## config.mk

```make
export PLATFORM = sky130hd
export DESIGN_NAME = cadc_port_ctrl
export DESIGN_NICKNAME = d
export VERILOG_FILES = /design/src/core/cadc_pkg.sv /design/src/core/cadc_port_ctrl.sv
export SDC_FILE = /design/constraint.sdc
export NUM_CORES = 1
export LEC_CHECK = 0
export BUFFER_PORTS_ARGS = -buffer_cell sky130_fd_sc_hd__buf_2
export CAP_MARGIN = 30
export CORE_MARGIN = 3
export CORE_UTILIZATION = 35
export DETAILED_ROUTE_END_ITERATION = 7
export PLACE_DENSITY = 0.49
export RECOVER_POWER = 25
export SLEW_MARGIN = 20
export SYNTH_ARGS = -nofsm -noshare
export SYNTH_HDL_FRONTEND = slang
export SYNTH_SLANG_ARGS = --single-unit
```

## constraint.sdc

```tcl
create_clock -name ref_clk -period 15.64 [get_ports ref_clk]
set_input_delay 1.564 -clock ref_clk [delete_from_list [all_inputs] [get_ports ref_clk]]
set_output_delay 1.564 -clock ref_clk [all_outputs]
set_load 0.01 [all_outputs]
```

## src/core/cadc_pkg.sv

```systemverilog
// Constants and types shared by the configurable mixed-signal port control
package cadc_pkg;

  localparam int PTR_W = 8;
  localparam int DATA_W = 16;
  localparam int CODE_W = 12;
  localparam int NCH = 8;
  localparam int CH_W = 4;
  localparam int CNT_W = 10;

  // Operation type in the upper half of the command pointer
  localparam logic [3:0] MODE_CFG = 4'h0;
  localparam logic [3:0] MODE_DAC_WR = 4'h1;
  localparam logic [3:0] MODE_ADC_RB = 4'h4;
  localparam logic [3:0] MODE_DAC_RB = 4'h5;
  localparam logic [3:0] MODE_GPIO_RB = 4'h6;
  localparam logic [3:0] MODE_REG_RB = 4'h7;

  // Control register index in the lower half of the pointer
  localparam logic [3:0] REG_NOP = 4'h0;
  localparam logic [3:0] REG_ADC_SEQ = 4'h2;
  localparam logic [3:0] REG_GP_CTRL = 4'h3;
  localparam logic [3:0] REG_ADC_CFG = 4'h4;
  localparam logic [3:0] REG_DAC_CFG = 4'h5;
  localparam logic [3:0] REG_PULLDN = 4'h6;
  localparam logic [3:0] REG_DEFER_LOAD = 4'h7;
  localparam logic [3:0] REG_GPIO_OCFG = 4'h8;
  localparam logic [3:0] REG_GPIO_DATA = 4'h9;
  localparam logic [3:0] REG_GPIO_ICFG = 4'hA;
  localparam logic [3:0] REG_PWR_REF = 4'hB;
  localparam logic [3:0] REG_SW_RESET = 4'hF;

  localparam logic [15:0] SW_RESET_KEY = 16'h0DAC;
  localparam logic [15:0] REG_DEFAULT = 16'h0000;
  localparam logic [15:0] PULLDN_DEFAULT = 16'h00FF;

  localparam int GP_DAC_RANGE_BIT = 4;
  localparam int GP_ADC_RANGE_BIT = 5;
  localparam int GP_LOCK_BIT = 7;
  localparam int GP_ADC_BUF_BIT = 9;
  localparam int SEQ_TEMP_BIT = 8;
  localparam int PWR_REF_BIT = 9;

  localparam logic [1:0] LOAD_IMMEDIATE = 2'h0;
  localparam logic [1:0] LOAD_HOLD = 2'h1;
  localparam logic [1:0] LOAD_TRANSFER = 2'h2;

  localparam logic [3:0] TEMP_CH = 4'h8;
  localparam logic [3:0] ACK_BIT_IDX = 4'h8;

  // Timing, figures as printed and the cycle counts derived from them
  localparam int CLK_NS = 40;
  localparam int TRACK_NS = 500;
  localparam int CONV_NS = 2000;
  localparam int TEMP_BUF_NS = 5000;
  localparam int TEMP_UNBUF_NS = 20000;
  localparam int RESET_US = 250;
  localparam int TRACK_CYC = (TRACK_NS + CLK_NS - 1) / CLK_NS;
  localparam int CONV_CYC = CONV_NS / CLK_NS;
  localparam int TEMP_BUF_CYC = TEMP_BUF_NS / CLK_NS;
  localparam int TEMP_UNBUF_CYC = TEMP_UNBUF_NS / CLK_NS;
  localparam int RESET_CYC = RESET_US * 1000 / CLK_NS;

  typedef enum logic [1:0] {
    SEQ_IDLE = 2'b00,
    SEQ_TRACK = 2'b01,
    SEQ_CONV = 2'b10
  } cadc_seq_state_t;

endpackage

```

## src/core/cadc_port_ctrl.sv

```systemverilog
// Control logic for an eight-pin configurable DAC, ADC and GPIO port
//
// The strobed register port and the register addresses are this design's own decisions.
`timescale 1ns/100ps

module cadc_port_ctrl #(
  parameter logic [6:0] SLAVE_ADDR = 7'h10,
  parameter int RESET_HOLD_CYC = cadc_pkg::RESET_CYC
) (
  input wire logic ref_clk,
  input wire logic reset_n,
  input wire logic [7:0] reg_addr,
  input wire logic [15:0] reg_wdata,
  input wire logic reg_wr,
  input wire logic reg_rd,
  output logic [15:0] reg_rdata,
  input wire logic scl_in,
  input wire logic sda_in,
  input wire logic [7:0] configurable_pin_in,
  output logic [7:0] configurable_pin_out,
  output logic [7:0] configurable_pin_oe,
  output logic [7:0] pulldown_en,
  output logic [7:0] dac_out_en,
  output logic [95:0] dac_code_flat,
  output logic dac_gain2,
  output logic [7:0] adc_in_en,
  output logic adc_gain2,
  output logic adc_buf_en,
  output logic ref_en,
  output logic [3:0] adc_mux_sel,
  output logic adc_track,
  output logic adc_convert,
  input wire logic [11:0] adc_code,
  output logic reset_busy
);

  localparam logic [9:0] TRACK_N = 10'(cadc_pkg::TRACK_CYC);
  localparam logic [9:0] CONV_N = 10'(cadc_pkg::CONV_CYC);
  localparam logic [9:0] TEMP_BUF_N = 10'(cadc_pkg::TEMP_BUF_CYC);
  localparam logic [9:0] TEMP_UNBUF_N = 10'(cadc_pkg::TEMP_UNBUF_CYC);
  localparam logic [12:0] RESET_N_CYC = 13'(RESET_HOLD_CYC);

  // Lowest set bit of mask at or after 'from', wrapping; {found, index}
  function automatic logic [4:0] next_ch(input logic [8:0] mask,
                                         input logic [3:0] from);
    logic [4:0] res;
    int idx;
    res = 5'h00;
    for (int i = 8; i >= 0; i--) begin
      idx = (int'(from) + i) % 9;
      if (mask[idx]) begin
        res = {1'b1, 4'(idx)};
      end
    end
    return res;
  endfunction

  // Command decode
  wire [3:0] op_mode = reg_addr[7:4];
  wire [3:0] op_idx = reg_addr[3:0];
  wire cfg_wr = reg_wr && (op_mode == cadc_pkg::MODE_CFG);
  wire dac_wr = reg_wr && (op_mode == cadc_pkg::MODE_DAC_WR)
                && !op_idx[3];
  wire sw_reset_wr = cfg_wr && (op_idx == cadc_pkg::REG_SW_RESET)
                     && (reg_wdata == cadc_pkg::SW_RESET_KEY);

  logic [15:0] seq_reg, gp_reg, adc_cfg_reg, dac_cfg_reg, pulldn_reg;
  logic [15:0] load_mode_reg, gpio_ocfg_reg, gpio_data_reg;
  logic [15:0] gpio_icfg_reg, pwr_reg;
  logic soft_rst_reg;
  logic [12:0] busy_cnt_reg;

  wire cfg_locked = gp_reg[cadc_pkg::GP_LOCK_BIT];
  wire pin_cfg_ok = !cfg_locked;
  wire wr_seq = cfg_wr && (op_idx == cadc_pkg::REG_ADC_SEQ);
  wire wr_gp = cfg_wr && (op_idx == cadc_pkg::REG_GP_CTRL);
  wire wr_adc_cfg = cfg_wr && (op_idx == cadc_pkg::REG_ADC_CFG)
                    && pin_cfg_ok;
  wire wr_dac_cfg = cfg_wr && (op_idx == cadc_pkg::REG_DAC_CFG)
                    && pin_cfg_ok;
  wire wr_pulldn = cfg_wr && (op_idx == cadc_pkg::REG_PULLDN)
                   && pin_cfg_ok;
  wire wr_load = cfg_wr && (op_idx == cadc_pkg::REG_DEFER_LOAD);
  wire wr_ocfg = cfg_wr && (op_idx == cadc_pkg::REG_GPIO_OCFG)
                 && pin_cfg_ok;
  wire wr_gdata = cfg_wr && (op_idx == cadc_pkg::REG_GPIO_DATA);
  wire wr_icfg = cfg_wr && (op_idx == cadc_pkg::REG_GPIO_ICFG)
                 && pin_cfg_ok;
  wire wr_pwr = cfg_wr && (op_idx == cadc_pkg::REG_PWR_REF);

  // Software reset lands one cycle after its write; the pin reset acts at once
  always_ff @(posedge ref_clk or negedge reset_n) begin
    if (!reset_n) begin
      soft_rst_reg <= 1'b0;
    end else begin
      soft_rst_reg <= sw_reset_wr;
    end
  end

  // Configuration registers; both resets give the same defaults
  always_ff @(posedge ref_clk or negedge reset_n) begin
    if (!reset_n) begin
      seq_reg <= cadc_pkg::REG_DEFAULT;
      gp_reg <= cadc_pkg::REG_DEFAULT;
      adc_cfg_reg <= cadc_pkg::REG_DEFAULT;
      dac_cfg_reg <= cadc_pkg::REG_DEFAULT;
      pulldn_reg <= cadc_pkg::PULLDN_DEFAULT;
      load_mode_reg <= cadc_pkg::REG_DEFAULT;
      gpio_ocfg_reg <= cadc_pkg::REG_DEFAULT;
      gpio_data_reg <= cadc_pkg::REG_DEFAULT;
      gpio_icfg_reg <= cadc_pkg::REG_DEFAULT;
      pwr_reg <= cadc_pkg::REG_DEFAULT;
    end else if (soft_rst_reg) begin
      seq_reg <= cadc_pkg::REG_DEFAULT;
      gp_reg <= cadc_pkg::REG_DEFAULT;
      adc_cfg_reg <= cadc_pkg::REG_DEFAULT;
      dac_cfg_reg <= cadc_pkg::REG_DEFAULT;
      pulldn_reg <= cadc_pkg::PULLDN_DEFAULT;
      load_mode_reg <= cadc_pkg::REG_DEFAULT;
      gpio_ocfg_reg <= cadc_pkg::REG_DEFAULT;
      gpio_data_reg <= cadc_pkg::REG_DEFAULT;
      gpio_icfg_reg <= cadc_pkg::REG_DEFAULT;
      pwr_reg <= cadc_pkg::REG_DEFAULT;
    end else begin
      if (wr_seq) seq_reg <= reg_wdata;
      if (wr_gp) gp_reg <= reg_wdata;
      if (wr_adc_cfg) adc_cfg_reg <= reg_wdata;
      if (wr_dac_cfg) dac_cfg_reg <= reg_wdata;
      if (wr_pulldn) pulldn_reg <= reg_wdata;
      if (wr_load) load_mode_reg <= reg_wdata;
      if (wr_ocfg) gpio_ocfg_reg <= reg_wdata;
      if (wr_gdata) gpio_data_reg <= reg_wdata;
      if (wr_icfg) gpio_icfg_reg <= reg_wdata;
      if (wr_pwr) pwr_reg <= reg_wdata;
    end
  end

  // Busy window the host must respect after either reset
  always_ff @(posedge ref_clk or negedge reset_n) begin
    if (!reset_n) begin
      busy_cnt_reg <= RESET_N_CYC;
    end else if (soft_rst_reg) begin
      busy_cnt_reg <= RESET_N_CYC;
    end else if (busy_cnt_reg != 13'h0000) begin
      busy_cnt_reg <= busy_cnt_reg - 13'h0001;
    end
  end
  assign reset_busy = (busy_cnt_reg != 13'h0000);

  // DAC input and output registers
  logic [11:0] dac_in_reg [cadc_pkg::NCH];
  logic [11:0] dac_out_reg [cadc_pkg::NCH];
  wire [2:0] dac_ch = op_idx[2:0];
  wire [1:0] load_mode = load_mode_reg[1:0];
  wire load_now = dac_wr && (load_mode == cadc_pkg::LOAD_IMMEDIATE);
  wire load_all = wr_load
                  && (reg_wdata[1:0] == cadc_pkg::LOAD_TRANSFER);

  always_ff @(posedge ref_clk or negedge reset_n) begin
    if (!reset_n) begin
      for (int i = 0; i < cadc_pkg::NCH; i++) begin
        dac_in_reg[i] <= 12'h000;
        dac_out_reg[i] <= 12'h000;
      end
    end else if (soft_rst_reg) begin
      for (int i = 0; i < cadc_pkg::NCH; i++) begin
        dac_in_reg[i] <= 12'h000;
        dac_out_reg[i] <= 12'h000;
      end
    end else begin
      if (dac_wr) dac_in_reg[dac_ch] <= reg_wdata[11:0];
      if (load_all) begin
        for (int i = 0; i < cadc_pkg::NCH; i++) begin
          dac_out_reg[i] <= dac_in_reg[i];
        end
      end
      if (load_now) dac_out_reg[dac_ch] <= reg_wdata[11:0];
    end
  end

  for (genvar g = 0; g < cadc_pkg::NCH; g++) begin : g_dac
    assign dac_code_flat[g*12 +: 12] = dac_out_reg[g];
  end

  // Pin functions; DAC takes the pin over a digital output
  wire [7:0] any_func = adc_cfg_reg[7:0] | dac_cfg_reg[7:0]
                        | gpio_ocfg_reg[7:0] | gpio_icfg_reg[7:0];
  assign dac_out_en = dac_cfg_reg[7:0];
  assign adc_in_en = adc_cfg_reg[7:0];
  assign configurable_pin_oe = gpio_ocfg_reg[7:0]
                               & ~dac_cfg_reg[7:0];
  assign configurable_pin_out = gpio_data_reg[7:0];
  assign pulldown_en = pulldn_reg[7:0] & ~any_func;
  assign dac_gain2 = gp_reg[cadc_pkg::GP_DAC_RANGE_BIT];
  assign adc_gain2 = gp_reg[cadc_pkg::GP_ADC_RANGE_BIT];
  assign adc_buf_en = gp_reg[cadc_pkg::GP_ADC_BUF_BIT];
  assign ref_en = pwr_reg[cadc_pkg::PWR_REF_BIT];

  // Pin and serial-link inputs come from outside this clock
  logic [7:0] pin_s1_reg, pin_s2_reg;
  logic scl_s1_reg, scl_s2_reg, scl_d_reg;
  logic sda_s1_reg, sda_s2_reg, sda_d_reg;

  always_ff @(posedge ref_clk or negedge reset_n) begin
    if (!reset_n) begin
      pin_s1_reg <= 8'h00;
      pin_s2_reg <= 8'h00;
      scl_s1_reg <= 1'b1;
      scl_s2_reg <= 1'b1;
      scl_d_reg <= 1'b1;
      sda_s1_reg <= 1'b1;
      sda_s2_reg <= 1'b1;
      sda_d_reg <= 1'b1;
    end else begin
      pin_s1_reg <= configurable_pin_in;
      pin_s2_reg <= pin_s1_reg;
      scl_s1_reg <= scl_in;
      scl_s2_reg <= scl_s1_reg;
      scl_d_reg <= scl_s2_reg;
      sda_s1_reg <= sda_in;
      sda_s2_reg <= sda_s1_reg;
      sda_d_reg <= sda_s2_reg;
    end
  end

  wire [7:0] gpio_rb = pin_s2_reg & gpio_icfg_reg[7:0];

  // Follow the address byte of each frame to find a read's ack clock
  wire scl_rise = scl_s2_reg && !scl_d_reg;
  wire start_cond = scl_s2_reg && scl_d_reg && sda_d_reg && !sda_s2_reg;
  logic frame_act_reg;
  logic [3:0] bit_cnt_reg;
  logic [7:0] addr_sh_reg;
  logic conv_trig_reg;
  wire addr_hit = (addr_sh_reg[7:1] == SLAVE_ADDR) && addr_sh_reg[0];

  always_ff @(posedge ref_clk or negedge reset_n) begin
    if (!reset_n) begin
      frame_act_reg <= 1'b0;
      bit_cnt_reg <= 4'h0;
      addr_sh_reg <= 8'h00;
      conv_trig_reg <= 1'b0;
    end else begin
      conv_trig_reg <= 1'b0;
      if (start_cond) begin
        frame_act_reg <= 1'b1;
        bit_cnt_reg <= 4'h0;
      end else if (frame_act_reg && scl_rise) begin
        bit_cnt_reg <= bit_cnt_reg + 4'h1;
        if (bit_cnt_reg == cadc_pkg::ACK_BIT_IDX) begin
          frame_act_reg <= 1'b0;
          conv_trig_reg <= addr_hit;
        end else begin
          addr_sh_reg <= {addr_sh_reg[6:0], sda_s2_reg};
        end
      end
    end
  end

  // ADC sequencer
  cadc_pkg::cadc_seq_state_t state_reg, state_next;
  logic [3:0] cur_ch_reg, first_ch_reg;
  logic [9:0] cnt_reg;
  logic trig_pend_reg, running_reg;
  logic [11:0] res_reg [9];
  logic [8:0] res_valid_reg;
  logic [3:0] rd_ptr_reg;

  wire [8:0] seq_mask = {reg_wdata[cadc_pkg::SEQ_TEMP_BIT],
                         reg_wdata[7:0]};
  wire [8:0] live_mask = {seq_reg[cadc_pkg::SEQ_TEMP_BIT], seq_reg[7:0]};
  wire [4:0] first_sel = next_ch(seq_mask, 4'h0);
  wire [4:0] step_sel = next_ch(live_mask, cur_ch_reg + 4'h1);
  wire is_temp = (cur_ch_reg == cadc_pkg::TEMP_CH);
  wire [9:0] temp_len = adc_buf_en ? TEMP_BUF_N : TEMP_UNBUF_N;
  wire [9:0] conv_len = is_temp ? temp_len : CONV_N;
  wire track_done = (cnt_reg >= TRACK_N);
  wire conv_go = track_done && (running_reg || trig_pend_reg);
  wire conv_end = (state_reg == cadc_pkg::SEQ_CONV)
                  && (cnt_reg == conv_len - 10'h001);

  always_comb begin
    state_next = state_reg;
    case (state_reg)
      cadc_pkg::SEQ_IDLE: state_next = cadc_pkg::SEQ_IDLE;
      cadc_pkg::SEQ_TRACK: begin
        if (conv_go) state_next = cadc_pkg::SEQ_CONV;
      end
      cadc_pkg::SEQ_CONV: begin
        if (conv_end) state_next = cadc_pkg::SEQ_TRACK;
      end
      default: state_next = cadc_pkg::SEQ_IDLE;
    endcase
    if (wr_seq) begin
      state_next = first_sel[4] ? cadc_pkg::SEQ_TRACK : cadc_pkg::SEQ_IDLE;
    end
    if (soft_rst_reg) state_next = cadc_pkg::SEQ_IDLE;
  end

  always_ff @(posedge ref_clk or negedge reset_n) begin
    if (!reset_n) begin
      state_reg <= cadc_pkg::SEQ_IDLE;
      cur_ch_reg <= 4'h0;
      first_ch_reg <= 4'h0;
      cnt_reg <= 10'h000;
      running_reg <= 1'b0;
    end else begin
      state_reg <= state_next;
      if (soft_rst_reg) begin
        running_reg <= 1'b0;
        cnt_reg <= 10'h000;
      end else if (wr_seq) begin
        cur_ch_reg <= first_sel[3:0];
        first_ch_reg <= first_sel[3:0];
        cnt_reg <= 10'h000;
        running_reg <= 1'b0;
      end else if (state_reg == cadc_pkg::SEQ_TRACK) begin
        cnt_reg <= conv_go ? 10'h000 : (track_done ? cnt_reg
                                        : cnt_reg + 10'h001);
        if (conv_go) running_reg <= 1'b1;
      end else if (state_reg == cadc_pkg::SEQ_CONV) begin
        cnt_reg <= conv_end ? 10'h000 : cnt_reg + 10'h001;
        if (conv_end) begin
          cur_ch_reg <= step_sel[3:0];
          if (step_sel[3:0] == first_ch_reg) running_reg <= 1'b0;
        end
      end
    end
  end

  // A trigger waiting on the track time is held, set beats clear
  always_ff @(posedge ref_clk or negedge reset_n) begin
    if (!reset_n) begin
      trig_pend_reg <= 1'b0;
    end else if (conv_trig_reg) begin
      trig_pend_reg <= 1'b1;
    end else if (soft_rst_reg || wr_seq
                 || (state_reg == cadc_pkg::SEQ_TRACK && conv_go)) begin
      trig_pend_reg <= 1'b0;
    end
  end

  assign adc_mux_sel = cur_ch_reg;
  assign adc_track = (state_reg == cadc_pkg::SEQ_TRACK);
  assign adc_convert = (state_reg == cadc_pkg::SEQ_CONV);

  // Results wait per channel until read, oldest order from rd_ptr
  wire adc_rb = reg_rd && (op_mode == cadc_pkg::MODE_ADC_RB);
  wire [4:0] rb_sel = next_ch(res_valid_reg, rd_ptr_reg);

  always_ff @(posedge ref_clk or negedge reset_n) begin
    if (!reset_n) begin
      res_valid_reg <= 9'h000;
      rd_ptr_reg <= 4'h0;
      for (int i = 0; i < 9; i++) res_reg[i] <= 12'h000;
    end else if (soft_rst_reg || wr_seq) begin
      res_valid_reg <= 9'h000;
      rd_ptr_reg <= wr_seq ? first_sel[3:0] : 4'h0;
    end else begin
      if (adc_rb && rb_sel[4]) begin
        res_valid_reg[rb_sel[3:0]] <= 1'b0;
        rd_ptr_reg <= (rb_sel[3:0] == cadc_pkg::TEMP_CH) ? 4'h0
                      : rb_sel[3:0] + 4'h1;
      end
      if (conv_end) begin
        res_reg[cur_ch_reg] <= adc_code;
        res_valid_reg[cur_ch_reg] <= 1'b1;
      end
    end
  end

  // Read-back selection
  logic [15:0] cfg_rb, rd_mux;
  always_comb begin
    case (op_idx)
      cadc_pkg::REG_ADC_SEQ: cfg_rb = seq_reg;
      cadc_pkg::REG_GP_CTRL: cfg_rb = gp_reg;
      cadc_pkg::REG_ADC_CFG: cfg_rb = adc_cfg_reg;
      cadc_pkg::REG_DAC_CFG: cfg_rb = dac_cfg_reg;
      cadc_pkg::REG_PULLDN: cfg_rb = pulldn_reg;
      cadc_pkg::REG_DEFER_LOAD: cfg_rb = load_mode_reg;
      cadc_pkg::REG_GPIO_OCFG: cfg_rb = gpio_ocfg_reg;
      cadc_pkg::REG_GPIO_DATA: cfg_rb = gpio_data_reg;
      cadc_pkg::REG_GPIO_ICFG: cfg_rb = gpio_icfg_reg;
      cadc_pkg::REG_PWR_REF: cfg_rb = pwr_reg;
      default: cfg_rb = 16'h0000;
    endcase
    case (op_mode)
      cadc_pkg::MODE_ADC_RB: begin
        rd_mux = rb_sel[4] ? {rb_sel[3:0], res_reg[rb_sel[3:0]]}
                           : 16'h0000;
      end
      cadc_pkg::MODE_DAC_RB: begin
        rd_mux = op_idx[3] ? 16'h0000
                           : {1'b0, dac_ch, dac_out_reg[dac_ch]};
      end
      cadc_pkg::MODE_GPIO_RB: rd_mux = {8'h00, gpio_rb};
      cadc_pkg::MODE_REG_RB: rd_mux = cfg_rb;
      default: rd_mux = 16'h0000;
    endcase
  end

  // Read data stands only in the cycle after the strobe
  always_ff @(posedge ref_clk or negedge reset_n) begin
    if (!reset_n) begin
      reg_rdata <= 16'h0000;
    end else begin
      reg_rdata <= reg_rd ? rd_mux : 16'h0000;
    end
  end

endmodule

```

==> metrics.yaml <==
outcome:
  status: "finished, violations left"
  failed_checks: "max-capacitance violations, max-slew violations"
floorplan:
  io_pins: 213
  die_h_um: 333
  dieArea_um2: 111000
  rows: 119
  start_util: 0.354
  coreArea_um2: 106000
  fp.dieW_um: 333
logic_synthesis:
  yosys_register_bits: 561
  synth_top_family_by_area: "compound AO/OA/AOI/OAI gates"
  synth_edf_count: 0
  synthFlopType: "dfrtp_1"
  yosys.area_share.simple: 0.183
  seq_area_frac_synth: 0.376
  netlist_top_cells_count: "nand2_1 (563), dfrtp_1 (541), nor2_1 (377), mux2i_1 (299), a21oi_1 (293)"
  syn_area_um2: 37400
  async_reset_ff_frac: 1.00
  synthXorXnorAreaFrac: 0.0152
  netlist.area_leader.share: 0.361
  yosysMostFrequentCell: "nand2_1"
  synth_cells: 4130
  synth_area_per_cell_um2: 9.07
  synth_nets: 4288
  synth_cell_types: 117
  synthMuxAreaShare: 0.154
  synth_area_leaders: "dfrtp_1 (36%), mux2i_1 (8.0%), nand2_1 (5.6%)"
  ys_warn_count: 0
  yosys.area_share.adder: 0.0361
  synth_compound_area_frac: 0.189
  synth_top_area_cell: "dfrtp_1"
power:
  leakage_nw: 18.3
  ir_drop_uv: 221
  p_per_area_nw_per_um2: 138
routing:
  routedWlPerCell_um: 24.1
  drt_wl_total_um: 135000
  drt-pass1-iter-count: 8
  viasPerCell: 5.79
  drc_errors: 0
  vias: 32450
  ant_nets: 0
  drt_iter0_markers: 2814
worst_setup_path:
  critPathTopFamily: "buffers and inverters"
  crit_chain: "clkbuf_1, clkbuf_1, clkbuf_1"
  cp_num_buf_inv: 3
  crit_arrival_ps: 8170
  critPathKind: "input pin to async pin"
  cp_common_cell: "clkbuf_1"
  end_kind: "async pin"
  crit_fanout: 88
  cp.required_ps: 15260
  worstSetupStartpointType: "input pin"
  crit_slowest_cell: "clkbuf_1"
  cpPeakStageDelay_ps: 3420
timing:
  fin_worst_skew_ps: 28.5
  slew_violations: 257
  setup_viol: 0
  tns_ps: 0
  period_share: 0.547
  min_period_ps: 8550
  holdWs_ps: 348
  rsz0062_at_grt: "no"
  fmax_ghz: 0.117
  final-hold-violation-count: 0
  worstMarginPinSlew_ps: 5030
  maxSlewHeadroom: -2.35
clocking:
  clk_latency_ps: 640
  cts_root_buf: "clkbuf_16"
  ctsResizeCount: 0
  cts_made_buffers: 60
  clock-sinks: 561
  post-cts-setup-buffers: 0
  holdBufCountCts: 0
  cts_tree: "built"
  cts.clk_slew.worst_paths_ps: 60
  htree_levels: 2
  cts_buffer_depth: 3
global_route:
  grt_first_pass_wirelength_um: 206000
  grt_start_max_net_pins: 153
  grt_overflow: 0
  grt.total_usage: 0.236
  grt_pass1_vias: 31322
  antenna_found_initial: 11
job:
  cap_violations: 4
finish:
  syn_to_final_growth_pct: 11.7
  final_nets: 4319
  largest_register_ff_count: 108
  fill_cells: 10627
  final_layout_size_suffix_gt1_frac: 0.173
placement:
  port_buffers: 212
  gp_congestion: 0.898
  dpl.hpwl_um: 92000
worst_hold_path:
  hold_class: "register to register"
metal layers:
metal / vias to the layer above / track usage / routed length, um / share of wire
met2: 998 / 0.368 / 60800 / 0.45
met5: - / 0 / 40 / 0.00030
met1: 16228 / 0.342 / 62500 / 0.46
met3: 154 / 0.0406 / 8910 / 0.066
met4: 6 / 0.0555 / 3140 / 0.023
li1: 15064 / - / - / -
cell type report:
| type | count | area, um2 | area share |
|---|---|---|---|
| flip-flops and latches | 561 | 14100 | 0.336 |
| repair buffers | 306 | 1870 | 0.0446 |
| multi-input cells | 3147 | 21700 | 0.518 |
| diodes | 5 | 12.5 | 0.000299 |
| clock buffers | 86 | 1770 | 0.0423 |
| clock inverters | 24 | 369 | 0.00882 |
| well taps | 1391 | 1740 | 0.0416 |
| inverters | 85 | 319 | 0.00763 |
cell families (layout without fill, tap and decap cells):
group,Yosys count,count (layout)
compound gates,1014,1014
xor+xnor,61,61
fa+ha+maj,108,108
buf+inv,422,501
flops,561,561
mux,500,500
other cells,0,5
simple gates,1464,1464
stage by stage:
step | instances | setup slack [ps] | utilization | total power [W] | cell area [um2]
final | 5605 | 7090 | 0.396 | 0.00576 | 41800
after global routing | 5600 | 5510 | 0.396 | 0.00607 | 41800
after CTS | 5594 | 7140 | 0.395 | 0.00578 | 41800
after detailed placement | 5484 | 7230 | 0.375 | 0.00420 | 39600
after global placement | 5479 | 7320 | 0.374 | 0.00420 | 39500
after floorplan | 4130 | 8070 | - | 0.00353 | 37400
path summary, 6_finish.rpt:
| kind | start | end | slack, ps | depth (start not counted) |
|---|---|---|---|---|
| min in group asynchronous | reset_n | gp_reg[5] | 2760 | 1 |
| worst max-delay path | reset_n | adc_mux_sel[0] | 7090 | 3 |
| worst min register to register | pin_s1_reg[4] | pin_s2_reg[4] | 350 | 0 |
| worst max register to register | adc_mux_sel[0] | running_reg | 7090 | 26 |
| worst min-delay path | pin_s1_reg[4] | pin_s2_reg[4] | 350 | 0 |
| max in group ref_clk | adc_mux_sel[0] | running_reg | 7090 | 26 |
worst reg2reg max path: stages, from the launching register on:
cell and delay [ps]:
dfrtp_4 790, buf_4 620, ha_1 700, xnor2_2 180, buf_4 240, inv_2 180
ha_1 320, buf_4 290, nand2_1 210, inv_1 130, a221o_1 310, a31oi_1 480
inv_1 140, ha_1 200, nand2b_1 150, a211oi_1 240, a32oi_1 210, nor3_1 750
a2111oi_0 300, or2_2 390, nor2_1 200, nand2_1 80, nor4b_1 410, o31ai_1 180
a32oi_1 340, xor2_1 110, o31a_1 300
report_power, final:
part | switching, W | leakage [nW] | total (W) | internal (W)
sequential | 0.0000938 | 7.60 | 0.00162 | 0.00153
combinational | 0.00164 | 9.60 | 0.00258 | 0.000941
clock | 0.000625 | 1.06 | 0.00156 | 0.000933
total | 0.00236 | 18.3 | 0.00576 | 0.00340
placed cells by master, fill, tap and decap left out, types with 26 or more instances in the layout:
master | synthesis | routed
a22oi_1 | 57 | 57
a21oi_1 | 293 | 293
nand3_1 | 75 | 75
nor2b_1 | 36 | 36
nand2_1 | 563 | 563
nand4_1 | 38 | 38
clkbuf_16 | 0 | 61
a21o_1 | 26 | 26
ha_1 | 108 | 108
nand3b_1 | 34 | 34
buf_2 | 26 | 210
o211ai_1 | 31 | 31
mux2_2 | 150 | 150
o21ai_0 | 120 | 121
xnor2_1 | 42 | 42
and2_1 | 30 | 30
dfrtp_1 | 541 | 538
inv_1 | 75 | 75
a221oi_1 | 31 | 31
nor4_1 | 31 | 29
nor3_1 | 83 | 72
mux4_2 | 43 | 43
mux2i_1 | 299 | 299
nor2_1 | 377 | 377
buf_4 | 30 | 79
nand2b_1 | 57 | 57
a211oi_1 | 126 | 125
(Power assumes the default switching activity.)
